$ cat src/verilog/fel_params.svh
`ifndef FEL_PARAMS_SVH
`define FEL_PARAMS_SVH
// ============================================================
// Register offsets of the controller
`define FEL_REG_CMD        4'h0
`define FEL_REG_ADDR       4'h4
`define FEL_REG_STAT       4'h8
`define FEL_REG_CTRL       4'hc
// ============================================================
// Register reset values
`define FEL_CTRL_RST       1'b0
`define FEL_ADDR_RST       32'h0000_0000
// ============================================================
// Status register field positions
`define FEL_STAT_ERR_LSB   8
`define FEL_STAT_BUSY      16
`define FEL_STAT_DONE      17
`define FEL_STAT_RB        18
// ============================================================
// Flash command codes
`define FEL_CODE_RDSTAT    8'h70
`define FEL_CODE_ERASE     8'h20
`define FEL_CODE_CHIP      8'h30
`define FEL_CODE_CONFIRM   8'hd0
`define FEL_CODE_LOCKSETUP 8'h60
`define FEL_CODE_LOCKBLK   8'h01
`define FEL_CODE_LOCKPERM  8'hf1
`define FEL_CODE_ARRAY     8'hff
`define FEL_CODE_CLRSTAT   8'h50
// ============================================================
// Flash status byte bits
`define FEL_SR_READY       7
`define FEL_SR_ERASE_ERR   5
`define FEL_SR_PROG_ERR    4
`define FEL_SR_VOLT        3
`define FEL_SR_PROT        1
`define FEL_SR_MASK        8'hfe
// ============================================================
// AXI responses
`define FEL_RESP_OKAY      2'h0
`define FEL_RESP_SLVERR    2'h2
// ============================================================
// Bus cycle timing
`define FEL_CLK_NS         10
`define FEL_STROBE_NS      70
`define FEL_RECOV_NS       30
`define FEL_STROBE_CYC     ((`FEL_STROBE_NS + `FEL_CLK_NS - 1) / `FEL_CLK_NS)
`define FEL_RECOV_CYC      ((`FEL_RECOV_NS + `FEL_CLK_NS - 1) / `FEL_CLK_NS)
`endif

$ cat src/verilog/fel_pkg.sv
`include "fel_params.svh"
package fel_pkg;
    // ============================================================
    // Operations requested by software
    typedef enum logic [2:0] {
        FEL_OP_NONE  = 3'h0, FEL_OP_BLK_ERASE = 3'h1, FEL_OP_CHIP = 3'h2,
        FEL_OP_LOCKB = 3'h3, FEL_OP_LOCKP     = 3'h4, FEL_OP_UNLOCK = 3'h5,
        FEL_OP_CLRST = 3'h6, FEL_OP_ARRAY     = 3'h7
    } fel_op_t;
    // Outcome of the full status check
    typedef enum logic [2:0] {
        FEL_ERR_NONE = 3'h0, FEL_ERR_VOLT = 3'h1, FEL_ERR_PROT = 3'h2,
        FEL_ERR_SEQ  = 3'h3, FEL_ERR_OP   = 3'h4
    } fel_err_t;
    // Sequencer states
    typedef enum logic [10:0] {
        S_IDLE  = 11'h001, S_RS1 = 11'h002, S_P1    = 11'h004,
        S_SETUP = 11'h008, S_CONF = 11'h010, S_RS2  = 11'h020,
        S_P2    = 11'h040, S_CHECK = 11'h080, S_CLR = 11'h100,
        S_ARRAY = 11'h200, S_SPARE = 11'h400
    } fel_state_t;
    // Bus cycle phases
    typedef enum logic [3:0] {
        PH_IDLE = 4'h1, PH_SETUP = 4'h2, PH_STROBE = 4'h4, PH_RECOV = 4'h8
    } fel_phase_t;

    // ============================================================
    // Full status check in fixed order, reserved bit masked
    function automatic fel_err_t fel_full_check(input logic [7:0] sr,
                                                input fel_op_t    op);
        logic [7:0] m;
        m = sr & `FEL_SR_MASK;
        if (m[`FEL_SR_VOLT])
            return FEL_ERR_VOLT;
        if (m[`FEL_SR_PROT])
            return FEL_ERR_PROT;
        if (m[`FEL_SR_ERASE_ERR] && m[`FEL_SR_PROG_ERR])
            return FEL_ERR_SEQ;
        if (op == FEL_OP_LOCKB || op == FEL_OP_LOCKP)
            return m[`FEL_SR_PROG_ERR] ? FEL_ERR_OP : FEL_ERR_NONE;
        return m[`FEL_SR_ERASE_ERR] ? FEL_ERR_OP : FEL_ERR_NONE;
    endfunction : fel_full_check

    // Setup code of each two-step operation
    function automatic logic [7:0] fel_setup_code(input fel_op_t op);
        case (op)
            FEL_OP_BLK_ERASE: return `FEL_CODE_ERASE;
            FEL_OP_CHIP:      return `FEL_CODE_CHIP;
            default:          return `FEL_CODE_LOCKSETUP;
        endcase
    endfunction : fel_setup_code

    // Confirm code of each two-step operation
    function automatic logic [7:0] fel_confirm_code(input fel_op_t op);
        case (op)
            FEL_OP_LOCKB: return `FEL_CODE_LOCKBLK;
            FEL_OP_LOCKP: return `FEL_CODE_LOCKPERM;
            default:      return `FEL_CODE_CONFIRM;
        endcase
    endfunction : fel_confirm_code
endpackage : fel_pkg

$ cat src/verilog/fel_bus_cycle.sv
`timescale 1ns/1ps
`include "fel_params.svh"
module fel_bus_cycle
    import fel_pkg::*;
#(
    parameter int ADDR_W     = 22,
    parameter int STROBE_CYC = `FEL_STROBE_CYC,
    parameter int RECOV_CYC  = `FEL_RECOV_CYC
) (
    // Clock and reset
    input  wire logic              clk,
    input  wire logic              rst,
    // Cycle request
    input  wire logic              go,
    input  wire logic              go_wr,
    input  wire logic [ADDR_W-1:0] go_addr,
    input  wire logic [7:0]        go_data,
    output logic                   done,
    output logic [7:0]             rdata,
    // Flash pins
    output logic [ADDR_W-1:0]      flash_addr,
    output logic                   flash_ce_n,
    output logic                   flash_we_n,
    output logic                   flash_oe_n,
    output logic [7:0]             flash_dq_o,
    output logic                   flash_dq_oe,
    input  wire logic [7:0]        flash_dq_i
);
    fel_phase_t ph_q;
    logic       wr_q;
    logic [7:0] cnt_q;
    logic [7:0] dq_s1_q;
    logic [7:0] dq_s2_q;

    // ============================================================
    // Data pin synchroniser
    always_ff @(posedge clk) begin
        dq_s1_q <= flash_dq_i;
        dq_s2_q <= dq_s1_q;
    end

    // ============================================================
    // One asynchronous write or read cycle on the flash pins
    always_ff @(posedge clk) begin
        if (rst) begin
            ph_q        <= PH_IDLE;
            wr_q        <= 1'b0;
            cnt_q       <= 8'h00;
            done        <= 1'b0;
            rdata       <= 8'h00;
            flash_addr  <= '0;
            flash_ce_n  <= 1'b1;
            flash_we_n  <= 1'b1;
            flash_oe_n  <= 1'b1;
            flash_dq_o  <= 8'h00;
            flash_dq_oe <= 1'b0;
        end else begin
            done <= 1'b0;
            case (ph_q)
                PH_IDLE: begin
                    if (go) begin
                        flash_addr  <= go_addr;
                        flash_dq_o  <= go_data;
                        flash_dq_oe <= go_wr;
                        wr_q        <= go_wr;
                        flash_ce_n  <= 1'b0;
                        ph_q        <= PH_SETUP;
                    end
                end
                PH_SETUP: begin
                    flash_we_n <= ~wr_q;
                    flash_oe_n <= wr_q;
                    cnt_q      <= 8'(STROBE_CYC - 1);
                    ph_q       <= PH_STROBE;
                end
                PH_STROBE: begin
                    if (cnt_q == 8'h00) begin
                        flash_we_n <= 1'b1;
                        flash_oe_n <= 1'b1;
                        flash_ce_n <= 1'b1;
                        if (!wr_q)
                            rdata <= dq_s2_q; // Synchronised read data
                        cnt_q <= 8'(RECOV_CYC - 1);
                        ph_q  <= PH_RECOV;
                    end else begin
                        cnt_q <= cnt_q - 8'h01;
                    end
                end
                PH_RECOV: begin
                    if (cnt_q == 8'h00) begin
                        flash_dq_oe <= 1'b0; // Data held past strobe
                        done        <= 1'b1;
                        ph_q        <= PH_IDLE;
                    end else begin
                        cnt_q <= cnt_q - 8'h01;
                    end
                end
                default: ph_q <= PH_IDLE;
            endcase
        end
    end
endmodule : fel_bus_cycle

$ cat src/verilog/fel_ctrl.sv
// Our own choices: the AXI4-Lite slave port and the register offsets.
`timescale 1ns/1ps
`include "fel_params.svh"
// Functional notes
// RL1: Device status bit 1 reports an operation refused by a lock.
// RL2: Device judges protection only by locks relevant to the operation.
// RL3: Reserved status bit 0 is masked from every status comparison.
// RL4: Device write-suspend bit is 1 only while a write is suspended.
// RL5: Identifier reads return current block and permanent lock states.
// RL6: Block erase writes 20H, then D0H inside the block, then polls.
// RL7: Block erases may follow back to back, each fully checked.
// RL8: After the final operation write FFH to return to read array.
// RL9: Check voltage bit, protection bit, sequence error, then own error.
// RL10: Device error bits stay set until the clear-status command.
// RL11: On any error issue clear-status before anything else.
// RL12: Chip erase writes 30H then D0H; failure shows in bit 5.
// RL13: Device flags protection during chip erase when all blocks locked.
// RL14: Lock set writes 60H then 01H at block or F1H for permanent.
// RL15: Device refuses block lock set when permanent lock is set.
// RL16: Clearing all locks writes 60H then D0H; failure in bit 5.
// RL17: Device refuses lock clearing when permanent lock is set.
// RL18: Read status and poll bit 7 ready before and after each sequence.
// RL19: Device ready/busy goes low on a command, high when done.
// RL20: Device sets voltage error bit with bit 4 or bit 5.
// RL21: Device clears status on power-off or reset pin low.
// RL22: Device enters read-array mode at power-up and after reset.
module fel_ctrl
    import fel_pkg::*;
#(
    parameter int ADDR_W     = 22,
    parameter int STROBE_CYC = `FEL_STROBE_CYC,
    parameter int RECOV_CYC  = `FEL_RECOV_CYC
) (
    // Clock and reset
    input  wire logic              clk,
    input  wire logic              rst,
    // AXI4-Lite write channels
    input  wire logic [3:0]        s_axi_awaddr,
    input  wire logic              s_axi_awvalid,
    output logic                   s_axi_awready,
    input  wire logic [31:0]       s_axi_wdata,
    input  wire logic [3:0]        s_axi_wstrb,
    input  wire logic              s_axi_wvalid,
    output logic                   s_axi_wready,
    output logic [1:0]             s_axi_bresp,
    output logic                   s_axi_bvalid,
    input  wire logic              s_axi_bready,
    // AXI4-Lite read channels
    input  wire logic [3:0]        s_axi_araddr,
    input  wire logic              s_axi_arvalid,
    output logic                   s_axi_arready,
    output logic [31:0]            s_axi_rdata,
    output logic [1:0]             s_axi_rresp,
    output logic                   s_axi_rvalid,
    input  wire logic              s_axi_rready,
    // Flash pins
    output logic [ADDR_W-1:0]      flash_addr,
    output logic                   flash_ce_n,
    output logic                   flash_we_n,
    output logic                   flash_oe_n,
    output logic [7:0]             flash_dq_o,
    output logic                   flash_dq_oe,
    input  wire logic [7:0]        flash_dq_i,
    output logic                   reset_powerdown_pin_n,
    input  wire logic              ready_busy_output
);
    fel_state_t        st_q, st_d;
    fel_op_t           op_q;
    fel_err_t          err_q, err_now;
    logic [ADDR_W-1:0] addr_q;
    logic [7:0]        stat_q, last_wr_q, cyc_data, cyc_rdata;
    logic              hold_q, done_q, issued_q, rb_s1_q, rb_s2_q;
    logic              busy, has_cyc, cyc_go, cyc_wr, cyc_done;
    logic              wr_fire, cmd_fire, wr_bad;

    // Known register offsets
    function automatic logic reg_hit(input logic [3:0] a);
        return a == `FEL_REG_CMD || a == `FEL_REG_ADDR ||
               a == `FEL_REG_STAT || a == `FEL_REG_CTRL;
    endfunction : reg_hit

    // ============================================================
    // AXI write channels: address and data taken together
    assign wr_fire  = s_axi_awready;
    assign busy     = st_q != S_IDLE;
    assign cmd_fire = wr_fire && s_axi_awaddr == `FEL_REG_CMD && !busy &&
                      !hold_q && s_axi_wstrb[0];
    assign wr_bad   = !reg_hit(s_axi_awaddr) ||
                      s_axi_awaddr == `FEL_REG_STAT ||
                      (s_axi_awaddr == `FEL_REG_CMD && !cmd_fire);

    always_ff @(posedge clk) begin
        if (rst) begin
            s_axi_awready <= 1'b0;
            s_axi_wready  <= 1'b0;
            s_axi_bvalid  <= 1'b0;
            s_axi_bresp   <= `FEL_RESP_OKAY;
        end else begin
            s_axi_awready <= 1'b0;
            s_axi_wready  <= 1'b0;
            if (s_axi_awvalid && s_axi_wvalid && !s_axi_awready &&
                !s_axi_bvalid) begin
                s_axi_awready <= 1'b1;
                s_axi_wready  <= 1'b1;
            end
            if (wr_fire) begin
                s_axi_bvalid <= 1'b1;
                s_axi_bresp  <= wr_bad ? `FEL_RESP_SLVERR : `FEL_RESP_OKAY;
            end else if (s_axi_bready) begin
                s_axi_bvalid <= 1'b0;
            end
        end
    end

    // Software registers
    always_ff @(posedge clk) begin
        if (rst) begin
            addr_q <= ADDR_W'(`FEL_ADDR_RST);
            hold_q <= `FEL_CTRL_RST;
        end else if (wr_fire && s_axi_wstrb[0]) begin
            if (s_axi_awaddr == `FEL_REG_ADDR)
                addr_q <= ADDR_W'(s_axi_wdata);
            if (s_axi_awaddr == `FEL_REG_CTRL)
                hold_q <= s_axi_wdata[0];
        end
    end

    // ============================================================
    // AXI read channels
    always_ff @(posedge clk) begin
        if (rst) begin
            s_axi_arready <= 1'b0;
            s_axi_rvalid  <= 1'b0;
            s_axi_rdata   <= 32'h0000_0000;
            s_axi_rresp   <= `FEL_RESP_OKAY;
        end else begin
            s_axi_arready <= s_axi_arvalid && !s_axi_arready &&
                             !s_axi_rvalid;
            if (s_axi_arready) begin
                s_axi_rvalid <= 1'b1;
                s_axi_rresp  <= reg_hit(s_axi_araddr) ?
                                `FEL_RESP_OKAY : `FEL_RESP_SLVERR;
                case (s_axi_araddr)
                    `FEL_REG_CMD:  s_axi_rdata <= {29'h0, op_q};
                    `FEL_REG_ADDR: s_axi_rdata <= 32'(addr_q);
                    `FEL_REG_STAT: s_axi_rdata <= {13'h0, rb_s2_q, done_q,
                                                   busy, 5'h0, err_q, stat_q};
                    `FEL_REG_CTRL: s_axi_rdata <= {31'h0, hold_q};
                    default:       s_axi_rdata <= 32'h0000_0000;
                endcase
            end else if (s_axi_rready) begin
                s_axi_rvalid <= 1'b0;
            end
        end
    end

    // ============================================================
    // Reset pin drive and ready/busy synchroniser
    always_ff @(posedge clk) begin
        if (rst)
            reset_powerdown_pin_n <= 1'b0;
        else
            reset_powerdown_pin_n <= ~hold_q;
    end

    always_ff @(posedge clk) begin
        rb_s1_q <= ready_busy_output;
        rb_s2_q <= rb_s1_q;
    end

    // ============================================================
    // Sequencer: next state and the bus cycle each state issues
    assign err_now = fel_full_check(stat_q, op_q); // RL3 RL9
    assign has_cyc = st_q != S_IDLE && st_q != S_CHECK;
    assign cyc_go  = has_cyc && !issued_q;

    always_comb begin
        st_d     = st_q;
        cyc_wr   = 1'b1;
        cyc_data = `FEL_CODE_RDSTAT;
        case (st_q)
            S_IDLE: begin
                if (cmd_fire) begin
                    case (fel_op_t'(s_axi_wdata[2:0]))
                        FEL_OP_NONE:  st_d = S_IDLE;
                        FEL_OP_CLRST: st_d = S_CLR;
                        FEL_OP_ARRAY: st_d = S_ARRAY;
                        default:      st_d = S_RS1;
                    endcase
                end
            end
            S_RS1:   if (cyc_done) st_d = S_P1;
            S_P1: begin
                cyc_wr = 1'b0;
                if (cyc_done && cyc_rdata[`FEL_SR_READY])
                    st_d = S_SETUP; // RL18
            end
            S_SETUP: begin
                cyc_data = fel_setup_code(op_q); // RL6 RL12 RL14 RL16
                if (cyc_done) st_d = S_CONF;
            end
            S_CONF: begin
                cyc_data = fel_confirm_code(op_q); // RL6 RL12 RL14 RL16
                if (cyc_done) st_d = S_RS2;
            end
            S_RS2:   if (cyc_done) st_d = S_P2; // RL18
            S_P2: begin
                cyc_wr = 1'b0;
                if (cyc_done && cyc_rdata[`FEL_SR_READY])
                    st_d = S_CHECK; // RL18
            end
            S_CHECK: st_d = err_now != FEL_ERR_NONE ? S_CLR : S_ARRAY; // RL11
            S_CLR: begin
                cyc_data = `FEL_CODE_CLRSTAT; // RL11
                if (cyc_done) st_d = S_ARRAY;
            end
            S_ARRAY: begin
                cyc_data = `FEL_CODE_ARRAY; // RL8
                if (cyc_done) st_d = S_IDLE; // RL7
            end
            default: st_d = S_IDLE;
        endcase
    end

    // State, issue flag and written-code record
    always_ff @(posedge clk) begin
        if (rst) begin
            st_q      <= S_IDLE;
            issued_q  <= 1'b0;
            last_wr_q <= 8'h00;
        end else begin
            st_q     <= st_d;
            issued_q <= cyc_done ? 1'b0 : (issued_q | cyc_go);
            if (cyc_go && cyc_wr)
                last_wr_q <= cyc_data;
        end
    end

    // Operation, status byte, check result and done flag
    always_ff @(posedge clk) begin
        if (rst) begin
            op_q   <= FEL_OP_NONE;
            stat_q <= 8'h00;
            err_q  <= FEL_ERR_NONE;
            done_q <= 1'b0;
        end else begin
            if (cmd_fire) begin
                op_q  <= fel_op_t'(s_axi_wdata[2:0]);
                err_q <= FEL_ERR_NONE;
            end
            if (cyc_done && !cyc_wr)
                stat_q <= cyc_rdata;
            if (st_q == S_CHECK)
                err_q <= err_now; // RL9
            if (st_q == S_ARRAY && cyc_done)
                done_q <= 1'b1;
            else if (cmd_fire)
                done_q <= 1'b0;
        end
    end

    // ============================================================
    // Flash bus cycle engine
    fel_bus_cycle #(
        .ADDR_W     (ADDR_W),
        .STROBE_CYC (STROBE_CYC),
        .RECOV_CYC  (RECOV_CYC)
    ) u_cycle (
        .clk         (clk),
        .rst         (rst),
        .go          (cyc_go),
        .go_wr       (cyc_wr),
        .go_addr     (addr_q),
        .go_data     (cyc_data),
        .done        (cyc_done),
        .rdata       (cyc_rdata),
        .flash_addr  (flash_addr),
        .flash_ce_n  (flash_ce_n),
        .flash_we_n  (flash_we_n),
        .flash_oe_n  (flash_oe_n),
        .flash_dq_o  (flash_dq_o),
        .flash_dq_oe (flash_dq_oe),
        .flash_dq_i  (flash_dq_i)
    );
endmodule : fel_ctrl

$ cat config.mk
export PLATFORM = sky130hd
export DESIGN_NAME = fel_ctrl
export DESIGN_NICKNAME = d
export VERILOG_FILES = /design/src/verilog/fel_pkg.sv /design/src/verilog/fel_bus_cycle.sv /design/src/verilog/fel_ctrl.sv
export VERILOG_INCLUDE_DIRS = /design/src /design/src/verilog
export SDC_FILE = /design/constraint.sdc
export NUM_CORES = 1
export LEC_CHECK = 0
export ABC_AREA = 0
export BUFFER_PORTS_ARGS = -buffer_cell sky130_fd_sc_hd__buf_2
export CORE_ASPECT_RATIO = 0.5
export CORE_UTILIZATION = 50
export CTS_BUF_LIST = sky130_fd_sc_hd__clkbuf_4 sky130_fd_sc_hd__clkbuf_8
export CTS_CLUSTER_DIAMETER = 120
export DETAILED_ROUTE_END_ITERATION = 8
export PLACE_DENSITY = 0.84
export SYNTH_ARGS = -nofsm -noshare
export SYNTH_HDL_FRONTEND = slang
export SYNTH_SLANG_ARGS = --single-unit
$ cat constraint.sdc
create_clock -name clk -period 2.7 [get_ports clk]
set_clock_uncertainty 0.2 [all_clocks]
set_input_delay 0.405 -clock clk [delete_from_list [all_inputs] [get_ports clk]]
set_output_delay 0.405 -clock clk [all_outputs]
set_load 0.02 [all_outputs]
==> impl_metrics.csv, run 1 <==
group,metric,value,unit
drt,wl_per_cell,15.25,µm
cts,cts-root-buf,"clkbuf_8",
sta,worstMarginPinSlew,0.7028,ns
global_routing,grt_pass1_vias,5171,
setup_path,arrival,2.75,ns
layout,final_area,7395,µm²
cts,cts_max_level,4,
setup_path,reg2reg_depth,6,
yosys,yosysSeqAreaShare,0.4983,
sta,fmax,389.9,MHz
sta,period_minus_slack,2.565,ns
hold_path,worstHoldPathType,"primary input to flip-flop",
setup_path,timing.rr.start,"u_cycle.cnt_q[2]$_SDFFE_PP0P_",
run_status,outcome,"finished, final reports clean",
layout,regArea,3003,µm²
setup_path,end_kind,"flip-flop",
yosys,synth_edf_count,0,
floorplanning,start_util,0.5309,
sta,finalCritPeriodShare,0.9500,
place,io_buffers,110,
drt,drc_errors,0,
setup_path,critPathMaxFanout,8,
floorplanning,dieArea,12520,µm²
drt,via_count,5506,
cts,cts_buffer_depth,2,
layout,antenna_cells,0,
pwr,power.density,731.6,nW/µm²
cts,insertion_delay,0.45,ns
cts,cts_num_sinks,150,
sta,hold_viol_final,0,
setup_path,critical_path_required,2.88,ns
floorplanning,rows,27,
place,dp_hpwl,9629,µm
setup_path,r2r_slack,0.14,ns
yosys,ys_ff_latch,150,
place,placed_cell_area,6654,µm²
yosys,synth_cell_types,59,
layout,drive_gt1_frac,0.2088,
sta,slew_headroom,0.5294,
layout,area_growth,22.72,%
layout,num-fill-cells,906,
pwr,p_leak,2.978,nW
yosys,synth_warnings,0,
cts,cts_setup_buffers,0,
setup_path,rr_endpoint,"u_cycle.rdata[1]$_SDFFE_PP0P_",
pwr,vdd_drop_max,0.4167,mV
flow_run,drv.max_cap_violation_count,0,
layout,final_nets,891,
sta,setup_viol,0,
cts,cts_tree,"built",
setup_path,criticalPathCategory,"flip-flop to flip-flop",
setup_path,endpoint,"u_cycle.rdata[1]$_SDFFE_PP0P_",
sta,maxSlewViolCount,0,
global_routing,grt_pass1_wl,24720,µm
yosys,avgSynthCellArea,8.487,µm²
yosys,async_flop_share,0,
yosys,synth_cells,710,
global_routing,globalRouteTotalUtil,0.2543,
layout,final_cell_mix,"150 x dfxtp_1, 133 x nand2_1, 109 x buf_2",
drt,drtPass1Iterations,5,
cts,numCtsBuffers,17,
drt,drt-initial-drc-count,415,
sta,setup_tns,0,ns
layout,final_common_cell,"dfxtp_1",
sta,rsz0062_at_grt,"false",
floorplanning,die_y,79.63,µm
drt,viasPerCell,5.495,
global_routing,overflow,0,
setup_path,startpoint_type,"flip-flop",
setup_path,worstSetupStartpoint,"u_cycle.cnt_q[2]$_SDFFE_PP0P_",
yosys,synthesis.area,6026,µm²
floorplanning,boundaryPins,136,
place,gp_congestion,0.8781,
layout,multi_input_area,2758,µm²
floorplanning,coreArea,11350,µm²
floorplanning,die_w,157.3,µm
global_routing,grt_start_max_net_pins,90,
drt,wl,15280,µm
cts,clkTransAtPathRegs,0.08,ns
drt,antenna_left,0,
global_routing,grt_antenna_before_repair,0,
yosys,synth_flop_cell,"dfxtp_1",
==> per-stage QoR <==
step	setup WS [ns]	hold slack (ns)	utilization	std cells	total power [W]
6_report	0.1351	0.02925	0.6515	1002	0.005410
5_1_grt	0.01183	0.02245	0.6515	1002	0.005622
4_1_cts	0.1640	0.01488	0.6510	1002	0.005407
3_5_place_dp	0.1836	0.1121	0.5862	940	0.003515
3_3_place_gp	0.2428	0.1128	0.5862	940	0.003483
2_1_floorplan	0.4786	0.1096	-	721	0.003156
==> worst min-delay path by stage <==
stage | to | cells past startpoint | start | slack, ns
floorplan | rb_s2_q$_DFF_P_ | 0 | rb_s1_q$_DFF_P_ | 0.11
global placement | u_cycle.dq_s2_q[5]$_DFF_P_ | 0 | u_cycle.dq_s1_q[5]$_DFF_P_ | 0.11
detailed placement | u_cycle.dq_s2_q[0]$_DFF_P_ | 0 | u_cycle.dq_s1_q[0]$_DFF_P_ | 0.11
CTS | addr_q[1]$_SDFFE_PP0P_ | 3 | s_axi_wdata[1] | 0.01
global route | addr_q[5]$_SDFFE_PP0P_ | 3 | s_axi_wdata[5] | 0.02
finish | addr_q[1]$_SDFFE_PP0P_ | 3 | s_axi_wdata[1] | 0.03
==> cells by family (layout without fill, tap and decap cells) <==
| kind of cell | Yosys count | count (layout) | synth area share |
|---|---|---|---|
| xor+xnor | 9 | 9 | 0.01308 |
| other cells | 1 | 12 | 0.0006223 |
| mux | 25 | 25 | 0.04174 |
| fa+ha+maj | 1 | 1 | 0.002076 |
| simple gates | 321 | 321 | 0.2533 |
| compound gates | 135 | 135 | 0.1368 |
| flops | 150 | 150 | 0.4983 |
| buf+inv | 68 | 190 | 0.05399 |
==> area by class of cell <==
type | instances | share of cell area
inverters | 7 | 0.003553
clock inverters | 12 | 0.02250
multi-input cells | 503 | 0.3729
clock buffers | 20 | 0.03638
well taps | 159 | 0.02690
repair buffers | 151 | 0.1316
flip-flops and latches | 150 | 0.4061
==> metal layers <==
| layer | global-route usage | part of all wire | vias to the layer above |
|---|---|---|---|
| met3 | 0.06840 | 0.064 | 27 |
| met2 | 0.4283 | 0.48 | 221 |
| met4 | 0.08932 | 0.015 | 0 |
| met5 | 0 | 0 | - |
| li1 | - | - | 2641 |
| met1 | 0.3149 | 0.44 | 2617 |
==> state kept, by name, summed over array words and instances (netlist names), 3 cells and up <==
name,cells
stat_q,8
u_cycle.flash_dq_o,6
addr_q,22
op_q,3
u_cycle.cnt_q,8
s_axi_rdata,22
err_q,3
u_cycle.ph_q,4
u_cycle.dq_s1_q,8
u_cycle.dq_s2_q,8
u_cycle.rdata,8
st_q,10
u_cycle.flash_addr,22
==> timing repair <==
item / in CTS / in global routing
hold endpoints to repair: 29 / 0
hold buffers: 30 / 0
setup endpoints to repair: 0 / 6
resized for setup: 0 / 1
==> critical path, stage by stage (launching register included) <==
cell,delay [ns]
dfxtp_1,0.37
or4_4,0.56
nor4b_4,0.44
and3_4,0.32
and2b_1,0.34
nand2_1,0.12
a21oi_2,0.14
==> Yosys cell counts, drive strengths merged, types with 3 or more instances <==
| cell type | instances | share of area |
|---|---|---|
| clkbuf | 40 | 0.025 |
| nand3b | 3 | 0.0037 |
| xor2 | 3 | 0.0044 |
| nand4 | 5 | 0.0052 |
| nor2 | 89 | 0.055 |
| nor4b | 5 | 0.011 |
| and4 | 3 | 0.0044 |
| o21ai | 10 | 0.0083 |
| nor3 | 21 | 0.017 |
| inv | 7 | 0.0044 |
| dfxtp | 150 | 0.50 |
| or3 | 5 | 0.0052 |
| nor2b | 7 | 0.0073 |
| nand3 | 15 | 0.012 |
| nand2b | 7 | 0.0073 |
| a22oi | 16 | 0.020 |
| nand2 | 133 | 0.083 |
| buf | 21 | 0.025 |
| nor4 | 10 | 0.015 |
| xnor2 | 6 | 0.0087 |
| mux2i | 24 | 0.040 |
| or3b | 4 | 0.0058 |
| and4b | 3 | 0.0050 |
| a21oi | 87 | 0.077 |
| a211oi | 4 | 0.0050 |
==> report_power, final <==
| part | switching, W | internal, W |
|---|---|---|
| registers | 0.000109 | 0.00231 |
| clock network | 0.000890 | 0.000990 |
| logic | 0.000678 | 0.000432 |
Power figures use the tool's default switching activity.
==> run 2, diff against run 1 <==
CORE_UTILIZATION = 60   (was 50)
PLACE_DENSITY = 0.95   (was 0.84)
clock period = 3.25 ns   (was 2.7 ns; I/O delays follow)
==> impl_metrics.csv, run 2 (synthesis results as in run 1) <==
group,metric,value,unit
floorplanning,die_y,72.86,µm
drt,drtPass1Iterations,6,
global_routing,overflow,0,
setup_path,r2r_slack,0.55,ns
drt,via_count,5598,
drt,wl,15220,µm
setup_path,startpoint_type,"flip-flop",
floorplanning,rows,25,
cts,insertion_delay,0.46,ns
setup_path,end_kind,"flip-flop",
floorplanning,boundaryPins,136,
place,io_buffers,110,
layout,fin_util,0.7402,
sta,hold_viol_final,0,
drt,viasPerCell,5.874,
hold_path,worstHoldPathType,"primary input to flip-flop",
global_routing,grt_pass1_vias,5108,
sta,fmax,370.8,MHz
drt,drt-initial-drc-count,668,
floorplanning,dieArea,10470,µm²
cts,clkTransAtPathRegs,0.08,ns
layout,area_growth,17.96,%
cts,cts_setup_buffers,0,
cts,cts_max_level,4,
global_routing,globalRouteTotalUtil,0.2996,
global_routing,grt_antenna_before_repair,0,
sta,setup_tns,0,ns
sta,slew_headroom,0.3130,
cts,cts_buffer_depth,2,
sta,rsz0062_at_grt,"false",
cts,cts_num_sinks,150,
flow_run,drv.max_cap_violation_count,0,
drt,drc_errors,0,
layout,num-fill-cells,635,
setup_path,arrival,2.88,ns
setup_path,slowest_delay,0.67,ns
cts,hold_buffers,9,
setup_path,critPathMaxFanout,23,
setup_path,critical-path-slowest-cell,"nor3b_2",
cts,cts_tree,"built",
layout,top_regs,"addr_q x22, s_axi_rdata x22, u_cycle.flash_addr x22",
cts,cts-root-buf,"clkbuf_8",
place,gp_congestion,0.9496,
global_routing,grt_pass1_wl,24150,µm
layout,drive_gt1_frac,0.2090,
layout,final_common_cell,"dfxtp_1",
floorplanning,start_util,0.6275,
setup_path,critical_path_required,3.43,ns
floorplanning,coreArea,9603,µm²
pwr,vdd_drop_max,0.3851,mV
layout,regArea,3003,µm²
layout,final_nets,866,
sta,worstMarginPinSlew,1.031,ns
cts,numCtsBuffers,17,
drt,antenna_left,0,
global_routing,grt_start_max_net_pins,68,
floorplanning,die_w,143.7,µm
layout,multi_input_area,2753,µm²
cts,cts_resized,0,
sta,finalCritPeriodShare,0.8297,
sta,maxSlewViolCount,0,
sta,setup_viol,0,
run_status,outcome,"finished, final reports clean",
setup_path,criticalPathCategory,"flip-flop to flip-flop",
drt,wl_per_cell,15.97,µm
pwr,p_leak,2.883,nW
setup_path,crit_chain,"nor2_1 > nand4_1 > nor3b_2 > buf_4 > nand2_1 > a21oi_1",
layout,final_cell_mix,"150 x dfxtp_1, 133 x nand2_1, 109 x buf_2",
pwr,power.density,625.6,nW/µm²
place,dp_hpwl,9809,µm
layout,antenna_cells,0,
sta,period_minus_slack,2.697,ns
==> run 2: cell type report <==
cell class / instances / area share
multi-input cells: 503 / 0.3873
repair buffers: 126 / 0.1014
inverters: 7 / 0.003697
clock inverters: 11 / 0.02429
flip-flops and latches: 150 / 0.4225
clock buffers: 21 / 0.03714
well taps: 135 / 0.02376
==> run 2: worst paths after layout <==
kind                                                           end                        from  depth (start not counted)
worst max-delay path            u_cycle.flash_addr[8]$_SDFFE_PP0P_        st_q[1]$_SDFFE_PP0P_                          6
worst min register to register          u_cycle.dq_s2_q[7]$_DFF_P_  u_cycle.dq_s1_q[7]$_DFF_P_                          0
worst max register to register  u_cycle.flash_addr[8]$_SDFFE_PP0P_        st_q[1]$_SDFFE_PP0P_                          6
worst min-delay path                       s_axi_wready$_SDFF_PP0_                s_axi_wvalid                          3
==> run 2: power breakdown <==
part	switching [W]	internal [W]	leakage, nW
combinational	0.000552	0.000302	1.44
clock	0.000705	0.000875	0.222
sequential	0.0000922	0.00192	1.22
==> run 2: layer usage <==
metal  share of wire  global-route usage  routed length [µm]  vias up
met4           0.040              0.1702                 602        0
met5               0                   0                   0        -
met2            0.47              0.4914                7081      348
met3           0.096             0.06430                1466       80
li1                -                   -                   -     2600
met1            0.40              0.3725                6065     2570
==> run 2: metrics by stage <==
step	std cells	total power (W)	area [µm²]	setup slack (ns)	hold slack (ns)
6_report	953	0.004447	7108	0.5534	0.05283
5_1_grt	953	0.004605	7108	0.4303	0.06302
4_1_cts	953	0.004432	7108	0.6025	0.03957
3_5_place_dp	912	0.002874	6581	0.6367	0.1121
3_3_place_gp	912	0.002840	6581	0.7231	0.1101
2_1_floorplan	721	0.002622	6067	1.029	0.1096
==> run 2: critical path: cells and delay by family, from the launching register on <==
family / cells / cell delay [ns]
AO/OA/AOI/OAI: 1 / 0.15
buffers and inverters: 1 / 0.43
flip-flops: 1 / 0.56
AND/OR/NAND/NOR: 4 / 1.29
==> run 3, diff against run 2 <==
CORE_UTILIZATION = 50   (was 60)
PLACE_DENSITY = 0.87   (was 0.95)
clock period = 2.31 ns   (was 3.25 ns; I/O delays follow)
==> impl_metrics.csv, run 3 (synthesis results as in run 1) <==
group,metric,value,unit
pwr,vdd_drop_max,0.4658,mV
pwr,netSwitchingFraction,0.3217,
cts,cts_tree,"built",
sta,slew_headroom,0.6587,
setup_path,arrival,2.51,ns
setup_path,critPathBufInv,2,
global_routing,grt_pass1_vias,5601,
floorplanning,dieArea,12520,µm²
floorplanning,boundaryPins,136,
cts,cts_num_sinks,150,
cts,insertion_delay,0.46,ns
global_routing,grt_start_max_net_pins,86,
sta,period_minus_slack,2.345,ns
sta,maxSlewViolCount,0,
global_routing,globalRouteTotalUtil,0.2768,
setup_path,startpoint_type,"flip-flop",
pwr,pwr-share-comb,0.255,
cts,cts_max_level,4,
sta,finalCritPeriodShare,1.015,
setup_path,r2r_slack,-0.04,ns
drt,via_count,6023,
setup_path,endpoint,"u_cycle.flash_dq_oe$_SDFFE_PP0P_",
floorplanning,rows,27,
hold_path,worstHoldPathType,"primary input to flip-flop",
layout,fin_util,0.6895,
sta,hold_viol_final,0,
pwr,p_sw,0.002158,W
setup_path,timing.rr.start,"st_q[9]$_SDFFE_PP0P_",
setup_path,cp_top_family,"simple AND/OR/NAND/NOR gates",
layout,final_common_cell,"dfxtp_1",
cts,clkTransAtPathRegs,0.09,ns
setup_path,rr_endpoint,"u_cycle.flash_dq_oe$_SDFFE_PP0P_",
setup_path,critical-path-slowest-cell,"or3b_1",
place,dp_slack,-0.002374,ns
setup_path,crit_chain,"nor4_4 > nand3_2 > or3b_1 > nand3b_1 > buf_4 > buf_12 > nand3_1 > a21oi_1",
layout,top_regs,"addr_q x22, s_axi_rdata x22, u_cycle.flash_addr x22",
floorplanning,die_y,79.63,µm
setup_path,criticalPathCategory,"flip-flop to flip-flop",
cts,numCtsBuffers,17,
flow_run,drv.max_cap_violation_count,0,
sta,worstMarginPinSlew,0.5073,ns
drt,antenna_left,0,
setup_path,crit_cells,8,
setup_path,critPathMaxFanout,16,
place,io_buffers,110,
global_routing,overflow,0,
place,dp_hpwl,10090,µm
pwr,p_clk_frac,0.321,
drt,wl,18030,µm
pwr,total_power,0.006708,W
sta,setup_viol,4,
setup_path,slowest_delay,0.42,ns
drt,wl_per_cell,17.26,µm
cts,cts_buffer_depth,2,
drt,drtPass1Iterations,5,
floorplanning,start_util,0.5309,
layout,final_nets,933,
drt,viasPerCell,5.764,
setup_path,reg2reg_depth,8,
run_status,outcome,"finished, violations left",
setup_path,critical_path_required,2.48,ns
layout,final_area,7826,µm²
pwr,p_int,0.004550,W
place,gp_congestion,0.8933,
floorplanning,die_w,157.3,µm
drt,drt-initial-drc-count,680,
setup_path,worstSetupStartpoint,"st_q[9]$_SDFFE_PP0P_",
layout,area_growth,29.88,%
setup_path,end_kind,"flip-flop",
layout,final_cell_mix,"145 x dfxtp_1, 133 x nand2_1, 109 x buf_2",
run_status,violations,"setup timing",
pwr,power.density,857.1,nW/µm²
sta,final.setup.worst_slack,-0.03515,ns
pwr,seqPwrFrac,0.424,
drt,drc_errors,0,
global_routing,grt_antenna_before_repair,1,
cts,cts-root-buf,"clkbuf_8",
global_routing,grt_pass1_wl,26810,µm
floorplanning,coreArea,11350,µm²
sta,fmax,426.4,MHz
pwr,p_leak,3.207,nW
place,placed_cell_area,6817,µm²
layout,drive_gt1_frac,0.2542,
[run 3: through the flow]
step                      std cells    TNS, ns  hold slack [ns]
after floorplan                 721          0           0.1096
after global placement          960          0           0.1127
after detailed placement        960  -0.002374           0.1121
after CTS                      1029          0          0.02361
after global routing           1045     -1.651          0.09121
final                          1045   -0.05591          0.07563
[run 3: worst min-delay path by stage]
| stage | from | endpoint | cells past startpoint |
|---|---|---|---|
| floorplan | rb_s1_q$_DFF_P_ | rb_s2_q$_DFF_P_ | 0 |
| global placement | rb_s1_q$_DFF_P_ | rb_s2_q$_DFF_P_ | 0 |
| detailed placement | u_cycle.dq_s1_q[5]$_DFF_P_ | u_cycle.dq_s2_q[5]$_DFF_P_ | 0 |
| CTS | s_axi_awaddr[2] | s_axi_bresp[1]$_SDFFE_PP0P_ | 4 |
| global route | s_axi_awaddr[2] | s_axi_bresp[1]$_SDFFE_PP0P_ | 4 |
| finish | s_axi_awaddr[2] | s_axi_bresp[1]$_SDFFE_PP0P_ | 4 |
[run 3: repair_timing]
| item | in CTS | in global routing |
|---|---|---|
| endpoints found under the hold margin | 36 | 0 |
| setup endpoints to repair | 7 | 67 |
| setup buffers | 0 | 14 |
| hold buffers | 36 | 0 |
| pin swaps | 1 | 11 |
| gates cloned | 1 | 1 |
| gates resized for setup | 3 | 17 |
[run 3: per-layer routing]
layer  global-route usage  share of wire  vias up
li1                     -              -     2730
met1               0.3216           0.39     2791
met2               0.4739           0.47      400
met3              0.06460          0.093      102
met4               0.1583          0.047        0
met5                    0              0        -
[run 3: area by class of cell]
cell class,count,area (µm²)
fill,794,3525
clock inverter,13,171.4
antenna,1,2.502
sequential,150,3012
clock buffer,19,249.0
tap,159,198.9
multi-input combinational,504,2840
inverter,7,26.28
timing repair buffer,192,1326
[run 3: power by group through the flow]
stage / clock network [W] / logic (W) / registers [W]
detailed placement: 0 / 0.00130 / 0.00288
CTS: 0.00216 / 0.00139 / 0.00282
global placement: 0 / 0.00126 / 0.00287
finish: 0.00215 / 0.00171 / 0.00284
floorplan: 0 / 0.000804 / 0.00289
global route: 0.00226 / 0.00179 / 0.00285
[run 3: tightest hold or removal path: cells and delay by family]
family	cells	cell delay, ns
AOI/OAI and AO/OA	2	0.18
and+or+nand+nor	1	0.05
buffers and inverters	1	0.11
